File: src/design/f1x_pkg.sv
/*
 * Package for the format 1 no-address executor: opcodes, instruction
 * field positions, register offsets, reset values and phase states.
 * Assumes one 50 MHz clock and 16-bit words throughout.
 */
package f1x_pkg;

   // ----------------------------------------
   // Instruction fields
   // ----------------------------------------
   localparam int FC_LSB = 0;          // Function code bits 00..07
   localparam int S_LSB = 8;           // s digit bits 08..11
   localparam int T_LSB = 12;          // t digit bits 12..15
   localparam int SHIFT_TYPE_BIT = 8;  // Shift type for code 05
   localparam int TEST_ODD_BIT = 9;    // Accumulator odd test
   localparam int TEST_CARRY_BIT = 10; // Adder carry test
   localparam int TEST_BIT_T = 11;     // Accumulator bit t test
   localparam int POLARITY_BIT = 12;   // Channel polarity select

   // ----------------------------------------
   // Function codes
   // ----------------------------------------
   localparam logic [7:0] OP_SET_BIT = 8'h01;
   localparam logic [7:0] OP_CLR_BIT = 8'h02;
   localparam logic [7:0] OP_CMP_BIT = 8'h03;
   localparam logic [7:0] OP_LZC = 8'h04;
   localparam logic [7:0] OP_SHIFT = 8'h05;
   localparam logic [7:0] OP_TO_IDX1 = 8'h06;
   localparam logic [7:0] OP_TO_IDX2 = 8'h07;
   localparam logic [7:0] OP_COND_INT = 8'h08;
   localparam logic [7:0] OP_COND_CHAN = 8'h09;
   localparam logic [7:0] OP_CHAN_SET_T = 8'h0a;
   localparam logic [7:0] OP_CHAN_CLR_T = 8'h0b;
   localparam logic [7:0] OP_CHAN_IN = 8'h0c;
   localparam logic [7:0] OP_CHAN_SET_A = 8'h0d;
   localparam logic [7:0] OP_CHAN_CLR_A = 8'h0e;
   localparam logic [7:0] OP_CHAN_XFER = 8'h0f;
   localparam logic [7:0] OP_ADD_IMM = 8'h10;

   // ----------------------------------------
   // Register map and reset values
   // ----------------------------------------
   localparam logic [3:0] REG_ACC = 4'h0;   // Accumulator
   localparam logic [3:0] REG_IDX1 = 4'h4;  // Index register one
   localparam logic [3:0] REG_IDX2 = 4'h8;  // Index register two
   localparam logic [3:0] REG_FLAGS = 4'hc; // Flags and busy
   localparam int FLAG_COND = 0;            // Condition flag bit
   localparam int FLAG_CARRY = 1;           // Adder carry flag bit
   localparam int FLAG_BUSY = 2;            // Busy, read only
   localparam logic [15:0] WORD_RESET = 16'h0000;
   localparam logic [3:0] CHAN_ZERO = 4'h0;

   // ----------------------------------------
   // Instruction cycle phases
   // ----------------------------------------
   typedef enum logic [1:0] {
      ST_IDLE = 2'b00, // Waiting for a fetch
      ST_OUT = 2'b01,  // Output timing phase
      ST_END = 2'b10   // Cycle end phase
   } f1x_state_t;

endpackage

File: src/design/f1x_rshift.sv
/*
 * Right shift network, end-off or end-around, 0 to W-1 places.
 * Purely combinational; the caller registers the result.
 */
`timescale 1ns/1ns
module f1x_rshift #(
   parameter int W = 16
) (
   input wire logic [W-1:0] i_data,   // Word to shift
   input wire logic [3:0] i_amount,   // Places to shift
   input wire logic i_circular,       // One for end-around
   output logic [W-1:0] o_data        // Shifted word
);

   // ----------------------------------------
   // Double-width trick
   // ----------------------------------------
   logic [2*W-1:0] wide; // Upper copy feeds wrap-around bits

   // Upper half is zero for end-off, so bits fall away
   always_comb
   begin
      wide = {(i_circular ? i_data : {W{1'b0}}), i_data} >> i_amount;
      o_data = wide[W-1:0];
   end

endmodule

File: src/design/f1x_exec.sv
/*
 * Executor for format 1 no-address instructions, codes 01 to 10.
 * Assumes the coupler holds the channel registers and applies the
 * set and clear strobes to the driven data; inputs are synchronous.
 */
// Our own choices: the placing of the registers and the address-and-strobe port.
// Notes on behaviour
// - Code bits 00-07, s 08-11, t 12-15
// - Each instruction finishes in one fetch cycle
// - Code 01 ORs t decode into accumulator
// - Code 02 clears accumulator bit t
// - Code 03 inverts accumulator bit t
// - Code 04 loads leading zero count
// - Code 05 shifts right by t places
// - Bit 08 picks end-off or end-around
// - Codes 06/07 load index from accumulator+immediate
// - Code 08 ORs selected odd/carry/bit-t tests
// - No test selected clears flag, at end
// - Code 09 loads flag from channel bit
// - Code 0A sets bit t, s>0 clears others
// - Code 0B clears channel zero bit t
// - Code 0C loads accumulator from channel s
// - Bit 12 sets polarity for 0D-0F
// - Code 0D sets channel zero from accumulator
// - Code 0E clears channel zero from accumulator
// - Code 0F copies accumulator to channel s
// - Strobes issue in the output phase
// - Code 10 adds zero-filled immediate
// - Code 10 loads carry at cycle end
// - Sixteen 16-bit input channels, selected by s
`timescale 1ns/1ns
module f1x_exec (
   input wire logic i_clk,                        // 50 MHz clock
   input wire logic i_resetn,                     // Async reset, low
   input wire logic i_instruction_fetch_cycle,    // Offer an instruction
   input wire logic [15:0] i_instr,               // Instruction word
   input wire logic [255:0] i_in_chan,            // Channel n at 16n
   input wire logic [3:0] i_reg_addr,             // Register address
   input wire logic [15:0] i_reg_wdata,           // Register write data
   input wire logic i_reg_wr,                     // Write strobe
   input wire logic i_reg_rd,                     // Read strobe
   output logic [15:0] o_reg_rdata,               // Read data, next cycle
   output logic o_busy,                           // Instruction in flight
   output logic o_output_timing_phase,            // Output phase marker
   output logic o_cycle_end_phase,                // End phase marker
   output logic o_channel_bit_set_strobe,         // Set where data is one
   output logic o_channel_bit_clear_strobe,       // Clear where data is zero
   output logic [3:0] o_out_chan_sel,             // Output channel number
   output logic [15:0] o_out_chan_data,           // Channel driver data
   output logic o_channel_polarity_select,        // One: true data
   output logic [15:0] o_accumulator,             // Accumulator
   output logic o_condition_flag,                 // Condition flag
   output logic o_adder_carry_flag                // Adder carry flag
);

   // ----------------------------------------
   // State
   // ----------------------------------------
   f1x_pkg::f1x_state_t state_reg;  // Cycle phase
   f1x_pkg::f1x_state_t state_next; // Next phase
   logic [15:0] instr_reg;          // Latched instruction
   logic [15:0] acc_reg;            // Accumulator
   logic [15:0] acc_next;           // Accumulator next value
   logic [15:0] idx1_reg;           // Index register one
   logic [15:0] idx2_reg;           // Index register two
   logic cond_reg;                  // Condition flag
   logic carry_reg;                 // Adder carry flag
   logic take;                      // Instruction accepted now
   logic bus_ok;                    // Software may write now

   // ----------------------------------------
   // Field decode
   // ----------------------------------------
   logic [7:0] fc;        // Latched function code
   logic [3:0] s_dig;     // Latched s digit
   logic [3:0] t_dig;     // Latched t digit
   logic [7:0] imm;       // Immediate s,t value
   logic [15:0] t_dec;    // One-hot t decode
   logic [7:0] fc_in;     // Incoming function code
   logic [3:0] s_in;      // Incoming s digit
   logic [3:0] t_in;      // Incoming t digit
   logic [15:0] t_dec_in; // Incoming t decode
   logic [15:0] pol_data; // Accumulator after polarity

   assign fc = instr_reg[f1x_pkg::FC_LSB +: 8];
   assign s_dig = instr_reg[f1x_pkg::S_LSB +: 4];
   assign t_dig = instr_reg[f1x_pkg::T_LSB +: 4];
   assign imm = {s_dig, t_dig};
   assign t_dec = 16'h0001 << t_dig;
   assign fc_in = i_instr[f1x_pkg::FC_LSB +: 8];
   assign s_in = i_instr[f1x_pkg::S_LSB +: 4];
   assign t_in = i_instr[f1x_pkg::T_LSB +: 4];
   assign t_dec_in = 16'h0001 << t_in;
   // Polarity one passes true accumulator data
   assign pol_data = i_instr[f1x_pkg::POLARITY_BIT] ? acc_reg : ~acc_reg;

   assign take = i_instruction_fetch_cycle && (state_reg == f1x_pkg::ST_IDLE);
   // Software writes lose to the machine: only when idle and not starting
   assign bus_ok = i_reg_wr && (state_reg == f1x_pkg::ST_IDLE) && !take;

   // ----------------------------------------
   // Datapath networks
   // ----------------------------------------
   logic [15:0] shift_out; // Shift result
   logic [15:0] bit_out;   // Accumulator moved so bit t is at 00
   logic [16:0] add_sum;   // Accumulator plus immediate with carry
   logic [15:0] in_word;   // Selected input channel word
   logic [4:0] lz_count;   // Leading zero count

   // Shift for code 05; bit 08 chooses end-around
   f1x_rshift #(
      .W(16)
   ) u_shift (
      .i_data(acc_reg),
      .i_amount(t_dig),
      .i_circular(instr_reg[f1x_pkg::SHIFT_TYPE_BIT]),
      .o_data(shift_out)
   );

   // Same network picks accumulator bit t for the condition test
   f1x_rshift #(
      .W(16)
   ) u_bit_pick (
      .i_data(acc_reg),
      .i_amount(t_dig),
      .i_circular(1'b0),
      .o_data(bit_out)
   );

   // Upper eight addend bits are zero
   assign add_sum = {1'b0, acc_reg} + {9'h000, imm};
   // Input channel chosen by s from sixteen
   assign in_word = i_in_chan[{s_dig, 4'h0} +: 16];

   // Scale network: zeros above the highest one bit, 16 when empty
   function automatic logic [4:0] lzc(input logic [15:0] w);
      logic [4:0] n;
      logic seen;
      n = 5'h00;
      seen = 1'b0;
      for (int i = 15; i >= 0; i--)
      begin
         if (w[i])
         begin
            seen = 1'b1;
         end
         else if (!seen)
         begin
            n = n + 5'h01;
         end
      end
      return n;
   endfunction

   assign lz_count = lzc(acc_reg);

   // ----------------------------------------
   // Phase sequencing
   // ----------------------------------------
   // Three phases: take, output, end; no memory cycles ever follow
   always_comb
   begin
      unique case (state_reg)
         f1x_pkg::ST_IDLE: state_next = take ? f1x_pkg::ST_OUT : f1x_pkg::ST_IDLE;
         f1x_pkg::ST_OUT: state_next = f1x_pkg::ST_END;
         f1x_pkg::ST_END: state_next = f1x_pkg::ST_IDLE;
         default: state_next = f1x_pkg::ST_IDLE;
      endcase
   end

   // Phase register and instruction latch
   always_ff @(posedge i_clk or negedge i_resetn)
   begin
      if (!i_resetn)
      begin
         state_reg <= f1x_pkg::ST_IDLE;
         instr_reg <= f1x_pkg::WORD_RESET;
      end
      else
      begin
         state_reg <= state_next;
         if (take)
         begin
            instr_reg <= i_instr;
         end
      end
   end

   // Phase markers, straight from flops
   always_ff @(posedge i_clk or negedge i_resetn)
   begin
      if (!i_resetn)
      begin
         o_busy <= 1'b0;
         o_output_timing_phase <= 1'b0;
         o_cycle_end_phase <= 1'b0;
      end
      else
      begin
         o_busy <= (state_next != f1x_pkg::ST_IDLE);
         o_output_timing_phase <= (state_next == f1x_pkg::ST_OUT);
         o_cycle_end_phase <= (state_next == f1x_pkg::ST_END);
      end
   end

   // ----------------------------------------
   // Accumulator
   // ----------------------------------------
   // Result lands at the end phase
   always_comb
   begin
      acc_next = acc_reg;
      if (state_reg == f1x_pkg::ST_END)
      begin
         case (fc)
            f1x_pkg::OP_SET_BIT: acc_next = acc_reg | t_dec;
            f1x_pkg::OP_CLR_BIT: acc_next = acc_reg & ~t_dec;
            f1x_pkg::OP_CMP_BIT: acc_next = acc_reg ^ t_dec;
            f1x_pkg::OP_LZC: acc_next = {11'h000, lz_count};
            f1x_pkg::OP_SHIFT: acc_next = shift_out;
            f1x_pkg::OP_CHAN_IN: acc_next = in_word;
            f1x_pkg::OP_ADD_IMM: acc_next = add_sum[15:0];
            default: acc_next = acc_reg;                        // Others leave it
         endcase
      end
      else if (bus_ok && (i_reg_addr == f1x_pkg::REG_ACC))
      begin
         acc_next = i_reg_wdata;
      end
   end

   always_ff @(posedge i_clk or negedge i_resetn)
   begin
      if (!i_resetn)
      begin
         acc_reg <= f1x_pkg::WORD_RESET;
      end
      else
      begin
         acc_reg <= acc_next;
      end
   end

   // ----------------------------------------
   // Index registers
   // ----------------------------------------
   // Loaded from accumulator plus immediate; accumulator untouched
   always_ff @(posedge i_clk or negedge i_resetn)
   begin
      if (!i_resetn)
      begin
         idx1_reg <= f1x_pkg::WORD_RESET;
         idx2_reg <= f1x_pkg::WORD_RESET;
      end
      else if (state_reg == f1x_pkg::ST_END)
      begin
         if (fc == f1x_pkg::OP_TO_IDX1)
         begin
            idx1_reg <= add_sum[15:0];
         end
         if (fc == f1x_pkg::OP_TO_IDX2)
         begin
            idx2_reg <= add_sum[15:0];
         end
      end
      else if (bus_ok)
      begin
         if (i_reg_addr == f1x_pkg::REG_IDX1)
         begin
            idx1_reg <= i_reg_wdata;
         end
         if (i_reg_addr == f1x_pkg::REG_IDX2)
         begin
            idx2_reg <= i_reg_wdata;
         end
      end
   end

   // ----------------------------------------
   // Condition and carry flags
   // ----------------------------------------
   // Both load from instructions only in the end phase; empty test set gives zero
   always_ff @(posedge i_clk or negedge i_resetn)
   begin
      if (!i_resetn)
      begin
         cond_reg <= 1'b0;
      end
      else if (state_reg == f1x_pkg::ST_END)
      begin
         if (fc == f1x_pkg::OP_COND_INT)
         begin
            cond_reg <= (instr_reg[f1x_pkg::TEST_ODD_BIT] & acc_reg[0])
               | (instr_reg[f1x_pkg::TEST_CARRY_BIT] & carry_reg)
               | (instr_reg[f1x_pkg::TEST_BIT_T] & bit_out[0]);
         end
         else if (fc == f1x_pkg::OP_COND_CHAN)
         begin
            cond_reg <= in_word[t_dig];
         end
      end
      else if (bus_ok && (i_reg_addr == f1x_pkg::REG_FLAGS))
      begin
         cond_reg <= i_reg_wdata[f1x_pkg::FLAG_COND];
      end
   end

   always_ff @(posedge i_clk or negedge i_resetn)
   begin
      if (!i_resetn)
      begin
         carry_reg <= 1'b0;
      end
      else if ((state_reg == f1x_pkg::ST_END) && (fc == f1x_pkg::OP_ADD_IMM))
      begin
         carry_reg <= add_sum[16];
      end
      else if (bus_ok && (i_reg_addr == f1x_pkg::REG_FLAGS))
      begin
         carry_reg <= i_reg_wdata[f1x_pkg::FLAG_CARRY];
      end
   end

   // ----------------------------------------
   // Output channel strobes
   // ----------------------------------------
   // Loaded as the instruction is taken, so strobes stand exactly in
   // the output phase. Coupler sets bits where data is one on set and
   // clears bits where data is zero on clear; both together copy.
   always_ff @(posedge i_clk or negedge i_resetn)
   begin
      if (!i_resetn)
      begin
         o_channel_bit_set_strobe <= 1'b0;
         o_channel_bit_clear_strobe <= 1'b0;
         o_out_chan_sel <= f1x_pkg::CHAN_ZERO;
         o_out_chan_data <= f1x_pkg::WORD_RESET;
      end
      else
      begin
         o_channel_bit_set_strobe <= 1'b0;
         o_channel_bit_clear_strobe <= 1'b0;
         if (take)
         begin
            case (fc_in)
               f1x_pkg::OP_CHAN_SET_T:
               begin
                  o_channel_bit_set_strobe <= 1'b1;
                  o_channel_bit_clear_strobe <= (s_in != f1x_pkg::CHAN_ZERO);
                  o_out_chan_sel <= s_in;
                  o_out_chan_data <= t_dec_in;
               end
               f1x_pkg::OP_CHAN_CLR_T:
               begin
                  o_channel_bit_clear_strobe <= 1'b1;
                  o_out_chan_sel <= f1x_pkg::CHAN_ZERO;
                  o_out_chan_data <= ~t_dec_in;
               end
               f1x_pkg::OP_CHAN_SET_A:
               begin
                  o_channel_bit_set_strobe <= 1'b1;
                  o_out_chan_sel <= f1x_pkg::CHAN_ZERO;
                  o_out_chan_data <= pol_data;
               end
               f1x_pkg::OP_CHAN_CLR_A:
               begin
                  o_channel_bit_clear_strobe <= 1'b1;
                  o_out_chan_sel <= f1x_pkg::CHAN_ZERO;
                  o_out_chan_data <= pol_data;
               end
               f1x_pkg::OP_CHAN_XFER:
               begin
                  o_channel_bit_set_strobe <= 1'b1;
                  o_channel_bit_clear_strobe <= 1'b1;
                  o_out_chan_sel <= s_in;
                  o_out_chan_data <= pol_data;
               end
               default:
               begin
                  o_out_chan_sel <= o_out_chan_sel;                 // No channel work
               end
            endcase
         end
      end
   end

   // Polarity select follows bit 12 for codes 0D to 0F
   always_ff @(posedge i_clk or negedge i_resetn)
   begin
      if (!i_resetn)
      begin
         o_channel_polarity_select <= 1'b0;
      end
      else if (take && (fc_in >= f1x_pkg::OP_CHAN_SET_A)
               && (fc_in <= f1x_pkg::OP_CHAN_XFER))
      begin
         o_channel_polarity_select <= i_instr[f1x_pkg::POLARITY_BIT];
      end
   end

   // ----------------------------------------
   // Register read port
   // ----------------------------------------
   // Unmapped addresses read zero; data stands one cycle only
   always_ff @(posedge i_clk or negedge i_resetn)
   begin
      if (!i_resetn)
      begin
         o_reg_rdata <= f1x_pkg::WORD_RESET;
      end
      else if (i_reg_rd)
      begin
         case (i_reg_addr)
            f1x_pkg::REG_ACC: o_reg_rdata <= acc_reg;
            f1x_pkg::REG_IDX1: o_reg_rdata <= idx1_reg;
            f1x_pkg::REG_IDX2: o_reg_rdata <= idx2_reg;
            f1x_pkg::REG_FLAGS: o_reg_rdata <= {13'h0000, o_busy, carry_reg, cond_reg};
            default: o_reg_rdata <= f1x_pkg::WORD_RESET;
         endcase
      end
      else
      begin
         o_reg_rdata <= f1x_pkg::WORD_RESET;
      end
   end

   assign o_accumulator = acc_reg;
   assign o_condition_flag = cond_reg;
   assign o_adder_carry_flag = carry_reg;
endmodule

File: config.mk
export PLATFORM = sky130hd
export DESIGN_NAME = f1x_exec
export DESIGN_NICKNAME = d
export VERILOG_FILES = /design/src/design/f1x_pkg.sv /design/src/design/f1x_rshift.sv /design/src/design/f1x_exec.sv
export SDC_FILE = /design/constraint.sdc
export NUM_CORES = 1
export LEC_CHECK = 0
export BUFFER_PORTS_ARGS = -buffer_cell sky130_fd_sc_hd__buf_2
export CAP_MARGIN = 10
export CORE_ASPECT_RATIO = 1.2
export CORE_MARGIN = 2
export CORE_UTILIZATION = 50
export CTS_BUF_LIST = sky130_fd_sc_hd__clkbuf_8
export CTS_CLUSTER_SIZE = 40
export DETAILED_ROUTE_END_ITERATION = 7
export GPL_ROUTABILITY_DRIVEN = 0
export HOLD_SLACK_MARGIN = 0.02
export PLACE_DENSITY = 0.77
export SYNTH_ARGS = -nofsm -noshare
export SYNTH_HDL_FRONTEND = slang
export SYNTH_HIERARCHICAL = 1
export SYNTH_SLANG_ARGS = --single-unit
export TNS_END_PERCENT = 50
File: constraint.sdc
create_clock -name i_clk -period 10.43 [get_ports i_clk]
set_clock_uncertainty 0.15 [all_clocks]
set_input_delay 0.5215 -clock i_clk [delete_from_list [all_inputs] [get_ports i_clk]]
set_output_delay 0.5215 -clock i_clk [all_outputs]
set_load 0.05 [all_outputs]
* Word level (Yosys, flattened, before mapping)
Index checks and enable logic that the tools add are counted.
** Storage, ports and cells
- Register bits :: 110
** Cells by class
- Add/sub/neg operators :: 16
- $lt $le $gt $ge :: 3
- Equal/unequal tests :: 27
- Shift operators :: 5
- Mux-type cells :: 77
- Bitwise logic cells :: 11
- Reduce and logical (&&, ||, !) cells :: 32
** Operators with widths (count)
- $shiftx A256 B9 Y16 :: 1
- $mux W16 :: 13
- $mux W5 :: 30
- $pmux W16 S7 :: 1
- $add A5 B1 Y5 const B :: 15
- $eq A8 B4 Y1 const B :: 8
- $pmux W16 S4 :: 1
- $not A16 Y16 :: 3
- $pmux W16 S3 :: 1
- $eq A8 B3 Y1 const B :: 4
- $shl A1 B4 Y16 const A :: 2
- $shr A32 B4 Y16 :: 1
- $mux W1 :: 27
- $add A16 B8 Y17 :: 1
- $and A16 B16 Y16 :: 1
- $eq A8 B2 Y1 const B :: 2
- $or A16 B16 Y16 :: 1
- $reduce_bool A2 Y1 :: 8
- $shr A16 B4 Y1 :: 1
- $xor A16 B16 Y16 :: 1
- $reduce_or A3 Y1 :: 4
- $eq A4 B4 Y1 const B :: 2
- $eq A8 B1 Y1 const B :: 1
- $eq A8 B5 Y1 const B :: 1
- other kinds (24) :: 41

* Depth between registers and ports, before layout
Gate-level depths: netlist of run 1.
- Depth in word-level cells :: 48
- Gate-level depth with buffers :: 49

* Cells and area by module
The synthesis of run 1 kept the hierarchy.
** Modules (own cells, without submodules)
- f1x_exec :: times used 1, cells an instance 1140, area an instance 10342.4 µm²
- f1x_rshift :: times used 2, cells an instance 108, area an instance 958.4 µm²

* Least setup slack after synthesis of run 1
No wires, ideal clock.
- Path kind :: reg-to-reg
- From :: register acc_reg[15] (netlist: o_accumulator[15])
- To :: register acc_reg[4] (netlist: o_accumulator[4])
- Data arrival time :: 7965 ps
- Data required time :: 10147 ps
- Slack :: 2182 ps
- Cell stages (with the launch flop) :: 49
- Buffers on the path :: 1
- Period minus slack after synthesis :: 8248 ps
- Cells stage by stage :: dfrtp_1 > buf_4 > clkinv_1 > nand2_1 > inv_1 > ha_1 > nand2_1 > o21a_1 > inv_1 > ha_1 > nor2b_1 > o31ai_1 > o21a_1 > nor2_1 > inv_1 > ha_1 > nand3_1 > o21ai_0 > [13 not listed] > ha_1 > or3_1 > o21ai_0 > nor2_1 > a21oi_1 > nor2_1 > ha_1 > mux2i_1 > a21oi_1 > ha_1 > nand2_1 > a21oi_1 > a31oi_4 > nor4_1 > nor3_1 > or3_1 > a31oi_1 > o31ai_1
** Between the ends
- Word-level cells in the longest chain between the ends :: 48
- Elaborated cells between the ends (all ways) :: 65
- Those cells by class :: add/sub: 15; shift: 1; mux: 49
** RTL lines
- start: declaration :: line f1x_exec.sv:62 : logic [15:0] acc_reg;
- start signal: assignment :: line f1x_exec.sv:236 : acc_reg <= f1x_pkg::WORD_RESET;
- start signal: assignment :: line f1x_exec.sv:240 : acc_reg <= acc_next;
- $mux W1 :: line f1x_exec.sv:143 : if (w[i])
- $add A5 B1 Y5 :: line f1x_exec.sv:149 : n = n + 5'h01;
- $mux W5 :: line f1x_exec.sv:147 : else if (!seen)
- $mux W5 :: line f1x_exec.sv:143
- $add A5 B1 Y5 :: line f1x_exec.sv:149
- $mux W5 :: line f1x_exec.sv:147
- $mux W5 :: line f1x_exec.sv:143
- $add A5 B1 Y5 :: line f1x_exec.sv:149
- [32 not listed]
- $add A5 B1 Y5 :: line f1x_exec.sv:149
- $mux W5 :: line f1x_exec.sv:147
- $mux W5 :: line f1x_exec.sv:143
- $add A5 B1 Y5 :: line f1x_exec.sv:149
- $mux W5 :: line f1x_exec.sv:147
- $mux W5 :: line f1x_exec.sv:143
- $pmux W16 S7 (*) :: line f1x_exec.sv:215 : case (fc)
- $mux W16 (*) :: line f1x_exec.sv:213 : if (state_reg == f1x_pkg::ST_END)
Mark *: on every way between the ends. The rest lies on a longest branch, timed or not.
A chain may end at the register's enable or synchronous reset.

* Final worst setup path of run 1
Same ends and word-level chain as after synthesis.

==> results of run 1 <==
-- worst paths after layout --
kind,endpoint,cells past startpoint,start
min in group asynchronous,o_reg_rdata[11]$_DFF_PN0_,2,i_resetn
worst min register to register,o_out_chan_data[1]$_DFFE_PN0P_,2,o_out_chan_data[1]$_DFFE_PN0P_
worst min-delay path,instr_reg[7]$_DFFE_PN0P_,3,i_instr[7]
worst max register to register,o_accumulator[4]$_DFFE_PN0P_,47,o_accumulator[15]$_DFFE_PN0P_
max in group asynchronous,o_accumulator[15]$_DFFE_PN0P_,3,i_resetn
worst max-delay path,o_accumulator[4]$_DFFE_PN0P_,47,o_accumulator[15]$_DFFE_PN0P_
-- metrics by stage --
step / hold WS [ns] / area [um2] / total power [mW]
5_1_grt: 0.1784 / 13590 / 3.032
4_1_cts: 0.1651 / 13570 / 2.831
3_3_place_gp: 0.3122 / 13360 / 2.493
2_1_floorplan: 0.07591 / 11520 / 1.984
3_5_place_dp: 0.3200 / 13360 / 2.543
6_report: 0.1668 / 13600 / 2.905
-- repair_timing --
item / CTS / global route
hold buffers: 1 / 0
endpoints found under the hold margin: 49 / 0
resized for setup: 0 / 0
-- per-layer routing --
metal	vias up	wire (um)	GRT usage, %
li1	5292	-	-
met1	5896	16750	47.18
met2	950	22980	65.70
met3	218	5742	10.75
met4	2	3961	25.18
met5	-	14	0
-- where the power goes --
group | internal (mW) | switching (mW) | leakage (nW) | total, mW
clock | 0.0984 | 0.190 | 0.102 | 0.288
combinational | 0.757 | 1.11 | 4.68 | 1.87
sequential | 0.516 | 0.232 | 1.34 | 0.748
-- worst max-delay path: cells and delay by family (launching register included) --
kind | cells | cell delay (ns)
AOI/OAI and AO/OA | 20 | 3.52
adders and majority gates | 8 | 2.08
buffers and inverters | 4 | 0.58
DFF | 1 | 0.78
muxes | 2 | 0.18
and+or+nand+nor | 13 | 2.02
-- final cells by class --
cell class	instances	area share, %
Timing Repair Buffer	380	14.46
Clock buffer	9	0.9109
Antenna cell	10	0.1840
Tap cell	279	2.567
Inverter	39	1.077
Sequential cell	109	20.10
Clock inverter	7	0.6073
Multi-Input combinational cell	1019	60.09
-- cell usage in the layout, fill, tap and decap left out, types with 10 or more instances in the layout --
cell type and count:
o21bai_1 11, mux2i_1 57, inv_1 35, nor3_1 14, a21boi_0 10, nand3_1 25, ha_1 53, o22ai_1 10
mux2_2 32, dfrtp_1 107, a222oi_1 13, nand2_1 177, xnor2_1 28, o21ai_0 65, mux4_2 92, diode_2 10
buf_2 355, nand2b_1 10, nor2b_1 28, a221oi_1 17, a21oi_1 97, nor2_1 125, buf_4 24
==> run metrics, run 1 <==
row count=60; DP HPWL=~39 mm; clock root cell=clkbuf_8; Syn Std Cell Area=11520 um2; CTS tree=done; number of global-route vias before repair=11770; delay of the slowest critical-path stage=0.78 ns; post-DR wirelength/cell=between 20 and 30 um; first-pass GRT wire length=71.68 mm; TNS Setup=0 ns; Skew-Pair Late Insertion Delay=0.43 ns; Starting Density=between 50% and 60%; core area=22520 um2; chip height=170.3 um; Worst Tran Pin Value=approximately 1.3 ns; Fill cells=1963; Die X=142.6 um; RSZ-0062 raised after global routing=false; Total GRT Usage=between 40% and 50%; WL final=49.45 mm; CP Class=reg2reg; most used cell, CP=ha_1; CP arrival=9.58 ns; IO Pins=357; post-layout minimum cycle time=9.407 ns; vias per cell=6.673; fmax=106.3 MHz; final cycle utilization of the critical path=90.19%; post-route ant nets=0; Ys Warns=6; Max-Slew Margin vs Limit=11.88%; sequential cell area=2733 um2; Layout Utilization=60.38%; share of cells above drive strength 1=34.55%; CTS Sinks=109; slowest CP cell=dfrtp_1; max-cap check violation count=0; Post-Layout Cell Count=~1900; Post-Syn Instances=1271; drt first pass iters=6; largest net degree at the start of global routing=63; Syn Nets=1622; Setup Fix Bufs, Post-CTS=0; multi-input logic area=~8200 um2; Slew Viols, Final=0; Port Buf Inserts=356; Bufs on Longest Clock Path=2; Pleak=6.120 nW; Hold WC Path Type=in2reg; R2R Setup Slk=1.02 ns; Crit Path Max Fanout=18; Worst setup SP type=flop; Final Hold Viols=0; die area=approximately 24000 um2; violation count after the first detailed-route iteration=1672; H-tree levels=3; status=complete, no violations; PwrDens=~210 nW/um2; final setup vio count=0; syn avg cell area=9.068 um2; area grow syn2layout=17.99%; number of CTS-inserted buffers=9; worst setup margin=1.023 ns; nets=1909; Placement Setup Slack=approximately 1.3 ns; cell count after placement=1825; # DRC=0; global route overflow=0; Critical Path Sink Type=flop; DR vias=about 12000; Worst IR Drop VDD=0.09824 mV; WP data required=10.60 ns; initial antenna violation count=12; clock slew at reported path FFs=approximately 0.14 ns
No activity file was read; power rests on OpenSTA's default activity.
==> run 2: changes to the inputs <==
- clock period: 10.43 -> 8.98 ns (I/O delays scaled with it)
==> run metrics, run 2 (synthesis gave the netlist of run 1 again) <==
Net Sw Power=approximately 1.8 mW; Starting Density=51.17%; delay of the slowest critical-path stage=around 0.43 ns; post-route ant nets=0; Worst IR Drop VDD=0.1010 mV; post-layout minimum cycle time=between 8 and 9 ns; Post-Layout Cell Count=around 1900; multi-input logic area=just over 8000 um2; H-tree levels=3; RSZ-0062 raised after global routing=false; WL final=49.23 mm; initial antenna violation count=13; CTS tree=done; Pint=between 1.5 and 2 mW; largest net degree at the start of global routing=63; nets=1919; Placement Setup Slack=around 0.46 ns; share of cells above drive strength 1=35.16%; slowest CP cell=dfrtp_1; Max-Slew Margin vs Limit=32.04%; violation count after the first detailed-route iteration=about 1800; commonest non-fill, non-tap cell in the layout=buf_2; status=complete, no violations; final cycle utilization of the critical path=between 90% and 100%; final instance area=13680 um2; commonest non-fill, non-tap cells in the layout=buf_2 (355), nand2_1 (177), nor2_1 (124); Power, Total=3.404 mW; Clk pwr share=9.9%; Bufs on Longest Clock Path=2; area grow syn2layout=18.70%; Layout Utilization=60.74%; max-cap check violation count=0; Port Buf Inserts=356; DR vias=12300; post-DR wirelength/cell=about 27 um; Setup Fix Bufs, Post-CTS=0; Worst Tran Pin Value=1.017 ns; PwrDens=around 250 nW/um2; Sw Share=51.80%; Hold WC Path Type=in2reg; IO Pins=357; Crit Path Max Fanout=7; number of CTS-inserted buffers=9; most used cell, CP=ha_1; CP arrival=8.58 ns; Slew Viols, Final=0; placed instance area=13430 um2; Fill cells=1910; hold_ws=0.1153 ns; combinational share of power=66.7%; global route overflow=0; die area=24280 um2; number of global-route vias before repair=11950; cell count after placement=1835; chip height=170.3 um; fmax=about 120 MHz; TNS Setup=0 ns; core area=22520 um2; Worst setup SP type=flop; worst setup margin=0.5691 ns; Skew-Pair Late Insertion Delay=roughly 0.42 ns; sequential cell area=2733 um2; WP data required=9.14 ns; # DRC=0; CP Class=reg2reg; Critical Path Sink Type=flop; CTS Sinks=109; Total GRT Usage=40.60%; vias per cell=6.624; Die X=142.6 um; first-pass GRT wire length=72.62 mm; Seq pwr share=23.4%; clock root cell=clkbuf_8; DP HPWL=about 40 mm; Pleak=6.182 nW; drt first pass iters=7; Final Hold Viols=0; clock slew at reported path FFs=between 0.1 and 0.15 ns; row count=60; final setup vio count=0
==> run 2: final timing paths <==
check	from	end	slack, ns	cells after the start
min in group asynchronous	i_resetn	o_reg_rdata[7]$_DFF_PN0_	0.45	2
setup reg to reg	o_accumulator[15]$_DFFE_PN0P_	o_accumulator[4]$_DFFE_PN0P_	0.57	46
max in group asynchronous	i_resetn	o_adder_carry_flag$_DFFE_PN0P_	7.00	3
hold / removal	i_instr[7]	instr_reg[7]$_DFFE_PN0P_	0.12	3
hold reg to reg	o_out_chan_data[11]$_DFFE_PN0P_	o_out_chan_data[11]$_DFFE_PN0P_	0.35	2
setup / recovery	o_accumulator[15]$_DFFE_PN0P_	o_accumulator[4]$_DFFE_PN0P_	0.57	46
==> run 2: critical path: cells and delay by family, from the launching register on <==
kind / cells / cell delay, ns
DFF: 1 / 0.43
AOI/OAI and AO/OA: 20 / 3.15
and+or+nand+nor: 13 / 2.00
muxes: 2 / 0.19
adders and majority gates: 8 / 2.08
buffers and inverters: 3 / 0.32
==> run 2: area by class of cell <==
class	instances	share of cell area, %
sequential	109	19.98
antenna	5	0.09147
timing repair buffer	390	14.93
clock buffer	9	0.9055
tap	279	2.552
inverter	39	1.070
clock inverter	7	0.6586
multi-input combinational	1019	59.82
==> run 2: repair_timing <==
| item | CTS | global route |
|---|---|---|
| setup endpoints to repair | 0 | 1 |
| resized for setup | 0 | 5 |
| endpoints found under the hold margin | 49 | 0 |
| hold buffers | 1 | 0 |
==> run 2: metal layers <==
metal | vias to the layer above | wire length (um) | track usage (%)
met4 | 8 | 3637 | 25.44
li1 | 5309 | - | -
met5 | - | 47 | 0
met1 | 5826 | 16220 | 46.79
met2 | 940 | 23200 | 65.93
met3 | 218 | 6131 | 12.30
==> run 2: power by group through the flow <==
stage               Sequential [mW]  Clock (mW)  Combinational [mW]
floorplan                     0.882           0                1.42
global placement              0.789           0                2.13
detailed placement            0.797           0                2.18
CTS                           0.786       0.338                2.19
global route                  0.809       0.357                2.40
finish                        0.796       0.337                2.27
